$ cat src/adcs_pkg.sv
// Purpose: shared constants and types of the conversion sequencer
// Assumes: 32-bit apb register bus, one system clock
// Notes: register offsets are byte addresses
package adcs_pkg;
  // --------------------------------------------------------------
  // register map
  // --------------------------------------------------------------
  localparam int ADDR_W = 8;
  localparam logic [ADDR_W-1:0] OFS_CTRL0 = 8'h00;
  localparam logic [ADDR_W-1:0] OFS_CTRL1 = 8'h04;
  localparam logic [ADDR_W-1:0] OFS_IRQ = 8'h08;
  localparam logic [ADDR_W-1:0] OFS_RES_HI = 8'h0c;
  localparam logic [ADDR_W-1:0] OFS_RES_LO = 8'h10;
  // --------------------------------------------------------------
  // field layout
  // --------------------------------------------------------------
  localparam int C0_PWR = 0;
  localparam int C0_START = 1;
  localparam int C0_BUSY = 2;
  localparam int C0_SRC = 4;
  localparam int SRC_W = 3;
  localparam int C0_CHAN = 8;
  localparam int CHAN_W = 4;
  localparam int C1_DIV = 0;
  localparam int DIV_W = 3;
  localparam int C1_REF = 4;
  localparam int REF_W = 4;
  localparam int C1_FMT = 8;
  localparam int IRQ_GIE = 0;
  localparam int IRQ_IE = 1;
  localparam int IRQ_FLAG = 2;
  localparam logic [SRC_W-1:0] SRC_EXTERNAL = 3'h0;
  // --------------------------------------------------------------
  // conversion timing and result
  // --------------------------------------------------------------
  localparam int RES_W = 12;
  localparam logic [3:0] SAMPLE_TICKS = 4'h4;
  localparam logic [3:0] CONVERT_TICKS = 4'hc;
  localparam logic [RES_W-1:0] RES_MSB = 12'h800;
  localparam int DCNT_W = 7;
  localparam logic [7:0] DIV_ONE = 8'h01;
  typedef enum logic [2:0] {
    ST_IDLE = 3'b001,
    ST_SAMPLE = 3'b010,
    ST_CONVERT = 3'b100
  } adcs_state_t;
  // controls toward the analog front end
  typedef struct packed {
    logic power_en;
    logic ext_connect;
    logic [CHAN_W-1:0] ext_channel;
    logic [SRC_W-1:0] input_source;
    logic [REF_W-1:0] ref_source;
    logic sample;
    logic [RES_W-1:0] dac_code;
  } adcs_ana_t;
endpackage : adcs_pkg

$ cat src/adcs_sequencer.sv
// Purpose: apb-controlled sequencer of a 12-bit successive-approximation converter
// Assumes: comparator output arrives asynchronously; software keeps the far-side steps
// Notes: one conversion is 4 sample and 12 decision ticks of the divided clock
//
// The APB register port and the placing of the registers were left to the implementer.
module adcs_sequencer
  import adcs_pkg::*;
(
  // clock and reset
  input wire logic clk_sys_i,
  input wire logic rst_i,
  // apb slave
  input wire logic psel_i,
  input wire logic penable_i,
  input wire logic pwrite_i,
  input wire logic [ADDR_W-1:0] paddr_i,
  input wire logic [31:0] pwdata_i,
  output logic [31:0] prdata_o,
  output logic pready_o,
  output logic pslverr_o,
  // analog front end
  input wire logic comp_i,
  output adcs_ana_t ana_o,
  // status
  output logic conv_busy_o,
  output logic conv_irq_o
);
  // --------------------------------------------------------------
  // state
  // --------------------------------------------------------------
  logic conv_power_en_ff;
  logic start_ff;
  logic start_q_ff;
  logic [SRC_W-1:0] input_source_sel_ff;
  logic [CHAN_W-1:0] ext_channel_sel_ff;
  logic [DIV_W-1:0] conv_clk_div_sel_ff;
  logic [REF_W-1:0] ref_source_sel_ff;
  logic result_format_sel_ff;
  logic global_irq_en_ff;
  logic conv_irq_en_ff;
  logic conv_irq_flag_ff;
  logic comp_meta_ff;
  logic comp_sync_ff;
  logic [DCNT_W-1:0] div_cnt_ff;
  logic [3:0] phase_cnt_ff;
  logic [RES_W-1:0] code_ff;
  logic [RES_W-1:0] result_ff;
  logic [31:0] prdata_ff;
  adcs_state_t state_ff;
  adcs_ana_t ana_ff;
  adcs_state_t nxt_state;
  logic [3:0] nxt_phase_cnt;
  logic [RES_W-1:0] nxt_code;
  logic [RES_W-1:0] nxt_result;
  logic conv_done;

  // --------------------------------------------------------------
  // apb decode
  // --------------------------------------------------------------
  wire logic setup_ph = psel_i & ~penable_i;
  wire logic access_ph = psel_i & penable_i;
  wire logic wr_en = access_ph & pwrite_i;
  wire logic hit_c0 = paddr_i == OFS_CTRL0;
  wire logic hit_c1 = paddr_i == OFS_CTRL1;
  wire logic hit_irq = paddr_i == OFS_IRQ;
  wire logic hit_hi = paddr_i == OFS_RES_HI;
  wire logic hit_lo = paddr_i == OFS_RES_LO;
  wire logic hit_any = hit_c0 | hit_c1 | hit_irq | hit_hi | hit_lo;
  wire logic wr_c0 = wr_en & hit_c0;
  wire logic wr_c1 = wr_en & hit_c1;
  wire logic wr_irq = wr_en & hit_irq;
  wire logic conv_busy = state_ff != ST_IDLE;
  // left-aligned: code in high byte and top of low byte; right-aligned otherwise
  wire logic [7:0] res_hi = result_format_sel_ff ? {4'h0, result_ff[11:8]} : result_ff[11:4];
  wire logic [7:0] res_lo = result_format_sel_ff ? result_ff[7:0] : {result_ff[3:0], 4'h0};
  wire logic [31:0] rd_c0 = {20'h0, ext_channel_sel_ff, 1'b0, input_source_sel_ff, 1'b0,
                             conv_busy, start_ff, conv_power_en_ff};
  wire logic [31:0] rd_c1 = {23'h0, result_format_sel_ff, ref_source_sel_ff, 1'b0,
                             conv_clk_div_sel_ff};
  wire logic [31:0] rd_irq = {29'h0, conv_irq_flag_ff, conv_irq_en_ff, global_irq_en_ff};
  wire logic [31:0] rd_mux = hit_c0 ? rd_c0 :
                             hit_c1 ? rd_c1 :
                             hit_irq ? rd_irq :
                             hit_hi ? {24'h0, res_hi} :
                             hit_lo ? {24'h0, res_lo} : 32'h0;

  assign pready_o = 1'b1;
  assign pslverr_o = access_ph & ~hit_any;
  assign prdata_o = prdata_ff;

  // --------------------------------------------------------------
  // start edges and converter clock
  // --------------------------------------------------------------
  wire logic start_rise = start_ff & ~start_q_ff;
  wire logic start_fall = ~start_ff & start_q_ff;
  // span of 2**sel cycles; code 000 ticks every system clock
  wire logic [7:0] div_span = (DIV_ONE << conv_clk_div_sel_ff) - DIV_ONE;
  wire logic conv_tick = div_cnt_ff == div_span[DCNT_W-1:0];
  wire logic [RES_W-1:0] trial_mask = RES_MSB >> phase_cnt_ff;
  // comparator high keeps the trial bit; step offsets live in the analog thresholds
  wire logic [RES_W-1:0] decided = comp_sync_ff ? code_ff : (code_ff & ~trial_mask);

  // --------------------------------------------------------------
  // sequencer
  // --------------------------------------------------------------
  always_comb
  begin
    nxt_state = state_ff;
    nxt_phase_cnt = phase_cnt_ff;
    nxt_code = code_ff;
    nxt_result = result_ff;
    conv_done = 1'b0;
    if (!conv_power_en_ff || start_rise)
    begin
      // rise of start or power off abandons any conversion
      nxt_state = ST_IDLE;
      nxt_phase_cnt = 4'h0;
    end
    else if (start_fall)
    begin
      nxt_state = ST_SAMPLE;
      nxt_phase_cnt = 4'h0;
      nxt_code = '0;
    end
    else if (conv_tick)
    begin
      case (state_ff)
        ST_SAMPLE:
        begin
          if (phase_cnt_ff == SAMPLE_TICKS - 4'h1)
          begin
            nxt_state = ST_CONVERT;
            nxt_phase_cnt = 4'h0;
            nxt_code = RES_MSB;
          end
          else
          begin
            nxt_phase_cnt = phase_cnt_ff + 4'h1;
          end
        end
        ST_CONVERT:
        begin
          // decide one bit per tick and offer the next trial bit
          nxt_code = decided | (trial_mask >> 1);
          if (phase_cnt_ff == CONVERT_TICKS - 4'h1)
          begin
            nxt_state = ST_IDLE;
            nxt_phase_cnt = 4'h0;
            nxt_result = decided;
            conv_done = 1'b1;
          end
          else
          begin
            nxt_phase_cnt = phase_cnt_ff + 4'h1;
          end
        end
        ST_IDLE:
        begin
          nxt_state = ST_IDLE;
        end
        default:
        begin
          nxt_state = ST_IDLE;
        end
      endcase
    end
  end

  always_ff @(posedge clk_sys_i or posedge rst_i)
  begin
    if (rst_i)
    begin
      state_ff <= ST_IDLE;
      phase_cnt_ff <= 4'h0;
      code_ff <= '0;
      result_ff <= '0;
    end
    else
    begin
      state_ff <= nxt_state;
      phase_cnt_ff <= nxt_phase_cnt;
      code_ff <= nxt_code;
      result_ff <= nxt_result;
    end
  end

  // divider restarts with each conversion so the first tick is a full period
  always_ff @(posedge clk_sys_i or posedge rst_i)
  begin
    if (rst_i)
      div_cnt_ff <= '0;
    else if (start_fall || conv_tick || !conv_busy)
      div_cnt_ff <= '0;
    else
      div_cnt_ff <= div_cnt_ff + 7'h01;
  end

  // --------------------------------------------------------------
  // comparator synchroniser
  // --------------------------------------------------------------
  always_ff @(posedge clk_sys_i or posedge rst_i)
  begin
    if (rst_i)
    begin
      comp_meta_ff <= 1'b0;
      comp_sync_ff <= 1'b0;
    end
    else
    begin
      comp_meta_ff <= comp_i;
      comp_sync_ff <= comp_meta_ff;
    end
  end

  // --------------------------------------------------------------
  // registers
  // --------------------------------------------------------------
  always_ff @(posedge clk_sys_i or posedge rst_i)
  begin
    if (rst_i)
    begin
      conv_power_en_ff <= 1'b0;
      start_ff <= 1'b0;
      input_source_sel_ff <= '0;
      ext_channel_sel_ff <= '0;
    end
    else if (wr_c0)
    begin
      conv_power_en_ff <= pwdata_i[C0_PWR];
      start_ff <= pwdata_i[C0_START];
      input_source_sel_ff <= pwdata_i[C0_SRC +: SRC_W];
      ext_channel_sel_ff <= pwdata_i[C0_CHAN +: CHAN_W];
    end
  end

  always_ff @(posedge clk_sys_i or posedge rst_i)
  begin
    if (rst_i)
    begin
      conv_clk_div_sel_ff <= '0;
      ref_source_sel_ff <= '0;
      result_format_sel_ff <= 1'b0;
    end
    else if (wr_c1)
    begin
      conv_clk_div_sel_ff <= pwdata_i[C1_DIV +: DIV_W];
      ref_source_sel_ff <= pwdata_i[C1_REF +: REF_W];
      result_format_sel_ff <= pwdata_i[C1_FMT];
    end
  end

  always_ff @(posedge clk_sys_i or posedge rst_i)
  begin
    if (rst_i)
    begin
      global_irq_en_ff <= 1'b0;
      conv_irq_en_ff <= 1'b0;
    end
    else if (wr_irq)
    begin
      global_irq_en_ff <= pwdata_i[IRQ_GIE];
      conv_irq_en_ff <= pwdata_i[IRQ_IE];
    end
  end

  // completion sets the flag even when a clear lands in the same cycle
  always_ff @(posedge clk_sys_i or posedge rst_i)
  begin
    if (rst_i)
      conv_irq_flag_ff <= 1'b0;
    else if (conv_done)
      conv_irq_flag_ff <= 1'b1;
    else if (wr_irq && pwdata_i[IRQ_FLAG])
      conv_irq_flag_ff <= 1'b0;
  end

  always_ff @(posedge clk_sys_i or posedge rst_i)
  begin
    if (rst_i)
    begin
      start_q_ff <= 1'b0;
      prdata_ff <= '0;
    end
    else
    begin
      start_q_ff <= start_ff;
      prdata_ff <= setup_ph ? rd_mux : prdata_ff;
    end
  end

  // --------------------------------------------------------------
  // analog controls and status
  // --------------------------------------------------------------
  wire logic ext_selected = input_source_sel_ff == SRC_EXTERNAL;

  always_ff @(posedge clk_sys_i or posedge rst_i)
  begin
    if (rst_i)
      ana_ff <= '0;
    else
    begin
      ana_ff.power_en <= conv_power_en_ff;
      ana_ff.ext_connect <= ext_selected & conv_power_en_ff;
      ana_ff.ext_channel <= ext_selected ? ext_channel_sel_ff : '0;
      ana_ff.input_source <= input_source_sel_ff;
      ana_ff.ref_source <= ref_source_sel_ff;
      ana_ff.sample <= nxt_state == ST_SAMPLE;
      ana_ff.dac_code <= nxt_code;
    end
  end

  assign ana_o = ana_ff;
  assign conv_busy_o = conv_busy;
  assign conv_irq_o = conv_irq_flag_ff & conv_irq_en_ff & global_irq_en_ff;
endmodule : adcs_sequencer

$ cat config.mk
export PLATFORM = sky130hd
export DESIGN_NAME = adcs_sequencer
export DESIGN_NICKNAME = d
export VERILOG_FILES = /design/src/adcs_pkg.sv /design/src/adcs_sequencer.sv
export SDC_FILE = /design/constraint.sdc
export NUM_CORES = 1
export LEC_CHECK = 0
export ABC_AREA = 1
export BUFFER_PORTS_ARGS = -buffer_cell sky130_fd_sc_hd__clkbuf_2
export CAP_MARGIN = 10
export CORE_MARGIN = 4
export CORE_UTILIZATION = 27
export DETAILED_ROUTE_END_ITERATION = 10
export GPL_ROUTABILITY_DRIVEN = 0
export HOLD_SLACK_MARGIN = 0.08
export PLACE_DENSITY = 0.45
export SYNTH_ARGS = -nofsm -noshare
export SYNTH_HDL_FRONTEND = slang
export SYNTH_SLANG_ARGS = --single-unit
$ cat constraint.sdc
create_clock -name clk_sys_i -period 6.25 [get_ports clk_sys_i]
set_input_delay 0 -clock clk_sys_i [delete_from_list [all_inputs] [get_ports clk_sys_i]]
set_output_delay 0 -clock clk_sys_i [all_outputs]
set_load 0.005 [all_outputs]
**Word level (Yosys, flattened, before mapping)**

Cells that the tools add are included.

- Input port bits: 46
- Register bits after elaboration: 107

- Bitwise gates (word level): 25
- Muxes and demuxes: 33
- Shift operators: 2
- Add/subtract/negate cells: 3
- Eq/ne operators: 12
- Reductions and logical operators: 16

Operator list:

| operator | number |
|---|---|
| $mux W12 | 5 |
| $mux W8 | 5 |
| $mux W4 | 6 |
| $pmux W12 S2 | 1 |
| $eq A8 B4 Y1 const B | 2 |
| $mux W3 | 5 |
| $and A1 B1 Y1 | 12 |
| $and A12 B12 Y12 | 1 |
| $not A12 Y12 | 1 |
| $or A12 B11 Y12 | 1 |
| $shr A12 B4 Y12 const A | 1 |
| $mux W9 | 1 |
| $eq A8 B3 Y1 const B | 1 |
| $eq A8 B5 Y1 const B | 1 |
| $logic_not A8 Y1 | 1 |
| $pmux W4 S2 | 1 |
| $add A7 B1 Y7 const B | 1 |
| $eq A7 B7 Y1 | 1 |
| $mux W1 | 7 |
| $mux W7 | 1 |
| $shl A1 B3 Y7 const A | 1 |
| $sub A7 B1 Y7 const B | 1 |
| $eq A3 B2 Y1 const B | 2 |
| $not A1 Y1 | 6 |
| 18 further kinds | 26 |

**Depth between registers and ports, before layout**

- Depth after elaboration: 8
- Depth in mapped cells: 13

**Worst setup path after synthesis**

OpenSTA, ideal clock, no wires.

- Kind: register to register
- From: reg conv_clk_div_sel_ff[2]
- To: reg result_ff[4]
- Clock period less this slack: 1.572 ns
- Library setup time: 0.129 ns
- Stages on the path, launching flop included: 13
- Path slack: 4.678 ns
- Arrival: 1.442 ns
- Cells stage by stage: dfrtp_1 > buf_6 > nor2_4 > nand2_1 > nand2_1 > nand3_1 > nor2_2 > nand2_4 > clkinv_2 > nand3_4 > buf_6 > nand2_1 > o21ai_2

- Longest elaborated chain between the ends: 4

Ends and longest elaborated chain:

| what | RTL line | text |
|---|---|---|
| start: declaration | adcs_sequencer.sv:36 | `logic [DIV_W-1:0] conv_clk_div_sel_ff;` |
| start signal: assignment | adcs_sequencer.sv:246 | `conv_clk_div_sel_ff <= pwdata_i[C1_DIV +: DIV_W];` |
| $shl A1 B3 Y7 | adcs_sequencer.sv:97 | `wire logic [7:0] div_span = (DIV_ONE << conv_clk_div_sel_ff) - DIV_ONE;` |
| $sub A7 B1 Y7 | adcs_sequencer.sv:97 |  |
| $eq A7 B7 Y1 | adcs_sequencer.sv:98 | `wire logic conv_tick = div_cnt_ff == div_span[DCNT_W-1:0];` |
| $reduce_and A5 Y1 (no line) | n/a |  |
| end signal: assignment | adcs_sequencer.sv:183 | `result_ff <= nxt_result;` |
| end: declaration | adcs_sequencer.sv:47 | `logic [RES_W-1:0] result_ff;` |

No other way between the ends.
A chain may end at the register's enable or synchronous reset.

**Worst setup path in the final report**

- From: reg phase_cnt_ff[3]
- To: reg ana_ff, in the netlist ana_o[3]

- Longest elaborated chain between the ends: 8
- Elaborated cells on any way between the ends: 11
- Classes of those cells: eq/ne: 2; shift: 1; mux: 4; bitwise: 3; reduce/logical: 1

Ends and longest elaborated chain:

| what | RTL line | text |
|---|---|---|
| start: declaration | adcs_sequencer.sv:45 | `logic [3:0] phase_cnt_ff;` |
| start signal: assignment | adcs_sequencer.sv:181 | `phase_cnt_ff <= nxt_phase_cnt;` |
| $shr A12 B4 Y12 | adcs_sequencer.sv:99 | `wire logic [RES_W-1:0] trial_mask = RES_MSB >> phase_cnt_ff;` |
| $not A12 Y12 | adcs_sequencer.sv:101 | `wire logic [RES_W-1:0] decided = comp_sync_ff ? code_ff : (code_ff & ~trial_mask);` |
| $and A12 B12 Y12 | adcs_sequencer.sv:101 |  |
| $mux W12 | adcs_sequencer.sv:101 |  |
| $or A12 B11 Y12 | adcs_sequencer.sv:144 | `nxt_code = decided \| (trial_mask >> 1);` |
| $pmux W12 S2 | adcs_sequencer.sv:127 | `case (state_ff)` |
| $mux W12 | adcs_sequencer.sv:125 | `else if (conv_tick)` |
| $mux W12 | adcs_sequencer.sv:119 | `else if (start_fall)` |
| end: declaration | adcs_sequencer.sv:50 | `adcs_ana_t ana_ff;` |

Several ways; a longest one is shown, not always the timed one. The select of a mux whose other input is x is not followed.

==> flow_metrics.py <==
metrics = {
    "timing": {
        "grt_setup_unrepaired": "no",
        "share_of_the_clock_period_used_by_the_worst_path_pct": 33.5,
        "tightestPinTransition_ps": 762,
        "timing.final.hold_violations": 0,
        "timing.fmax_mhz": 477,
        "final.min_clock_period_ps": 2100,
        "final-setup-viol-count": 0,
        "final.setup_skew_ps": 6.91,
        "final_max_slew_viol_count": 0,
        "setup_slack_ps": 4150,
        "slew_headroom_pct": 49.0,
        "post_route_setup_tns_ps": 0,
    },
    "place": {
        "place_worst_setup_slack_ps": 4060,
        "post-dp-hpwl_mm": 8.63,
        "port_buffers": 65,
    },
    "clocking": {
        "postCtsSetupBuffers": 0,
        "cts_hold_repair.buffers": 16,
        "cts-root-buf": "clkbuf_16",
        "clk_latency_ps": 360,
        "post_cts_resize_count": 0,
        "cts_tree": "built",
        "clkSinkCount": 87,
        "tritoncts_buffer_count": 9,
        "cts-htree-levels": 3,
        "path_clk_slew_ps": 70,
        "cts_buffer_depth": 2,
    },
    "power": {
        "ir_worst_vdd_mv": 0.138,
        "power_mw": 1.17,
        "p_leak_nw": 2.69,
        "power-per-cell-area_nw_per_um2": 215,
    },
    "setup_path": {
        "crit_path_start_kind": "register",
        "critical_path_arrival_ps": 2330,
        "required_ps": 6480,
        "crit_path_max_fanout": 24,
        "crit_path_end_kind": "register",
        "criticalPathCategory": "reg2reg",
    },
    "drt": {
        "postRouteAntennaNets": 0,
        "wirelength_mm": 11.6,
        "wl_per_cell_um": 13.6,
        "detail_route.vias_per_cell": 4.48,
        "vias": 3803,
        "drt_first_iter_violations": 227,
        "firstDrtPassIters": 4,
        "drc": 0,
    },
    "yosys": {
        "synth_seq_area_share_pct": 47.7,
        "mappedNetlistArea_sq_um": 4560,
        "yosys_register_bits": 87,
        "synth_cell_type_count": 37,
        "syn-instance-count": 550,
        "ys_warn_count": 0,
        "avgSynthCellArea_sq_um": 8.30,
    },
    "finish": {
        "final_net_count": 677,
        "layout-area-overhead-vs-synth_pct": 18.8,
        "drive_above_1_share_pct": 19.9,
        "fin_util_pct": 32.7,
        "n_antenna_cell": 0,
    },
    "job": {
        "drv.max_cap_violation_count": 0,
    },
    "hold_path": {
        "worstHoldPathType": "in2reg",
    },
    "global_routing": {
        "grt_use_total_pct": 12.4,
        "grt_first_pass_wirelength_mm": 19.3,
        "via_count_of_the_first_global_routing_pass": 3775,
        "grt_remaining_overflow": 0,
        "grt_antenna_before_repair": 0,
        "grt_start_max_net_pins": 56,
    },
    "floorplanning": {
        "chipHeight_um": 138,
        "die_width_um": 138,
        "floorplan.initialDensity_pct": 27.5,
        "floorplan.die_area_sq_um": 19000,
        "core-area_sq_um": 16600,
        "placementRows": 47,
        "io_pins": 108,
    },
    "outcome": {
        "outcome": "complete, no violations",
    },
}
-- worst paths after layout --
| path | from | to | slack [ps] | depth (start not counted) |
|---|---|---|---|---|
| max in group asynchronous | rst_i | prdata_o[7] | 4900 | 4 |
| setup / recovery | phase_cnt_ff[3] | ana_o[3] | 4150 | 8 |
| hold / removal | paddr_i[2] | prdata_o[8] | 150 | 4 |
| min in group asynchronous | rst_i | ref_source_sel_ff[3] | 230 | 3 |
| setup reg to reg | phase_cnt_ff[3] | ana_o[3] | 4150 | 8 |
| hold reg to reg | comp_meta_ff | comp_sync_ff | 350 | 0 |
-- placed cells by master, fill, tap and decap left out, drive strengths merged, types with 7 or more instances in the layout --
master and n:
nor2 41, a21oi 12, conb 21, clkbuf 74
inv 64, ha 7, dlygate4sd3 16, dfrtp 86
nand2 144, o21ai 68, nand4 13, nand3 45
-- power by group --
group	switching [mW]	internal [mW]	leakage, nW	total, mW
registers	0.00520	0.569	1.17	0.574
clock network	0.253	0.279	0.139	0.532
logic	0.0401	0.0217	1.38	0.0618
total	0.299	0.869	2.69	1.17
-- Yosys cell counts --
| cell | n | area (sq um) |
|---|---|---|
| o22a_1 | 1 | 8.76 |
| nor3b_1 | 2 | 15.0 |
| o21bai_1 | 1 | 7.51 |
| xor2_1 | 4 | 35.0 |
| nand2_2 | 6 | 37.5 |
| ha_1 | 7 | 87.6 |
| inv_1 | 58 | 218 |
| mux2_2 | 1 | 11.3 |
| nor2_1 | 37 | 139 |
| conb_1 | 2 | 7.51 |
| mux2i_1 | 3 | 30.0 |
| clkbuf_1 | 6 | 22.5 |
| o21ai_2 | 24 | 210 |
| nand3_4 | 1 | 17.5 |
| a21oi_1 | 12 | 60.1 |
| nand2_4 | 2 | 22.5 |
| xnor2_1 | 2 | 17.5 |
| buf_6 | 6 | 67.6 |
| inv_2 | 2 | 7.51 |
| o211ai_1 | 4 | 30.0 |
| clkinv_2 | 1 | 5.00 |
| nor2_2 | 3 | 18.8 |
| buf_2 | 5 | 25.0 |
| dfstp_2 | 1 | 26.3 |
| nand4_1 | 13 | 81.3 |
| o31ai_1 | 5 | 37.5 |
| o21ai_0 | 40 | 200 |
| nand3_1 | 44 | 220 |
| o21ai_1 | 4 | 20.0 |
| nor2_4 | 1 | 11.3 |
| dfrtp_1 | 86 | 2150 |
| nor3_1 | 5 | 25.0 |
| buf_4 | 21 | 158 |
| a31oi_1 | 1 | 6.26 |
| clkinv_1 | 2 | 7.51 |
| nand2_1 | 136 | 510 |
| and3_1 | 1 | 6.26 |
-- metal layers --
layer  up-vias  wire (um)  GRT usage (%)
met5         -          0              0
met4         0        182           5.04
met3        16        531           2.69
met2        97       5210           18.7
met1      1800       5630           17.4
li1       1890          -              -
-- final cells by class --
class,instances,area (sq um)
clock buffers,9,225
well taps,220,275
inverters,63,239
multi-input cells,381,1950
repair buffers,82,493
fillers,1805,11200
clock inverters,7,62.6
flip-flops and latches,87,2180
-- kinds of logic (layout without fill, tap and decap cells) --
family          count (synthesis)  in the layout  share of synthesized area (%)
compound gates                 92             92                           12.7
xor+xnor                        6              6                           1.15
fa+ha+maj                       7              7                           1.92
buf+inv                       101            161                           11.2
flops                          87             87                           47.7
mux                             4              4                          0.905
other cells                     2             21                          0.165
simple gates                  251            251                           24.2
-- worst max-delay path: stages, from the launching register on --
cell,delay (ps)
dfrtp_1,530
nor2_1,290
nand2_1,170
nand4_1,160
nand2_1,70
a21oi_1,160
nand2_2,340
nand2_1,180
o21ai_2,60
-- state kept, by name, indices dropped and copies added (netlist names) --
signal / flops
ana_o: 26
comp_meta_ff: 1
comp_sync_ff: 1
conv_clk_div_sel_ff: 3
conv_irq_en_ff: 1
conv_irq_flag_ff: 1
conv_power_en_ff: 1
div_cnt_ff: 7
ext_channel_sel_ff: 4
global_irq_en_ff: 1
input_source_sel_ff: 3
phase_cnt_ff: 4
prdata_o: 12
ref_source_sel_ff: 4
result_ff: 12
result_format_sel_ff: 1
start_ff: 1
start_q_ff: 1
state_ff: 3
-- per-stage QoR --
stage | cells | hold WS [ps] | instance area (sq um)
floorplan | 569 | 31.4 | 4630
global placement | 817 | 70.2 | 4970
detailed placement | 817 | 82.4 | 4970
CTS | 849 | 131 | 5420
global route | 849 | 180 | 5420
finish | 849 | 147 | 5420
Power figures use the tool's default switching activity.
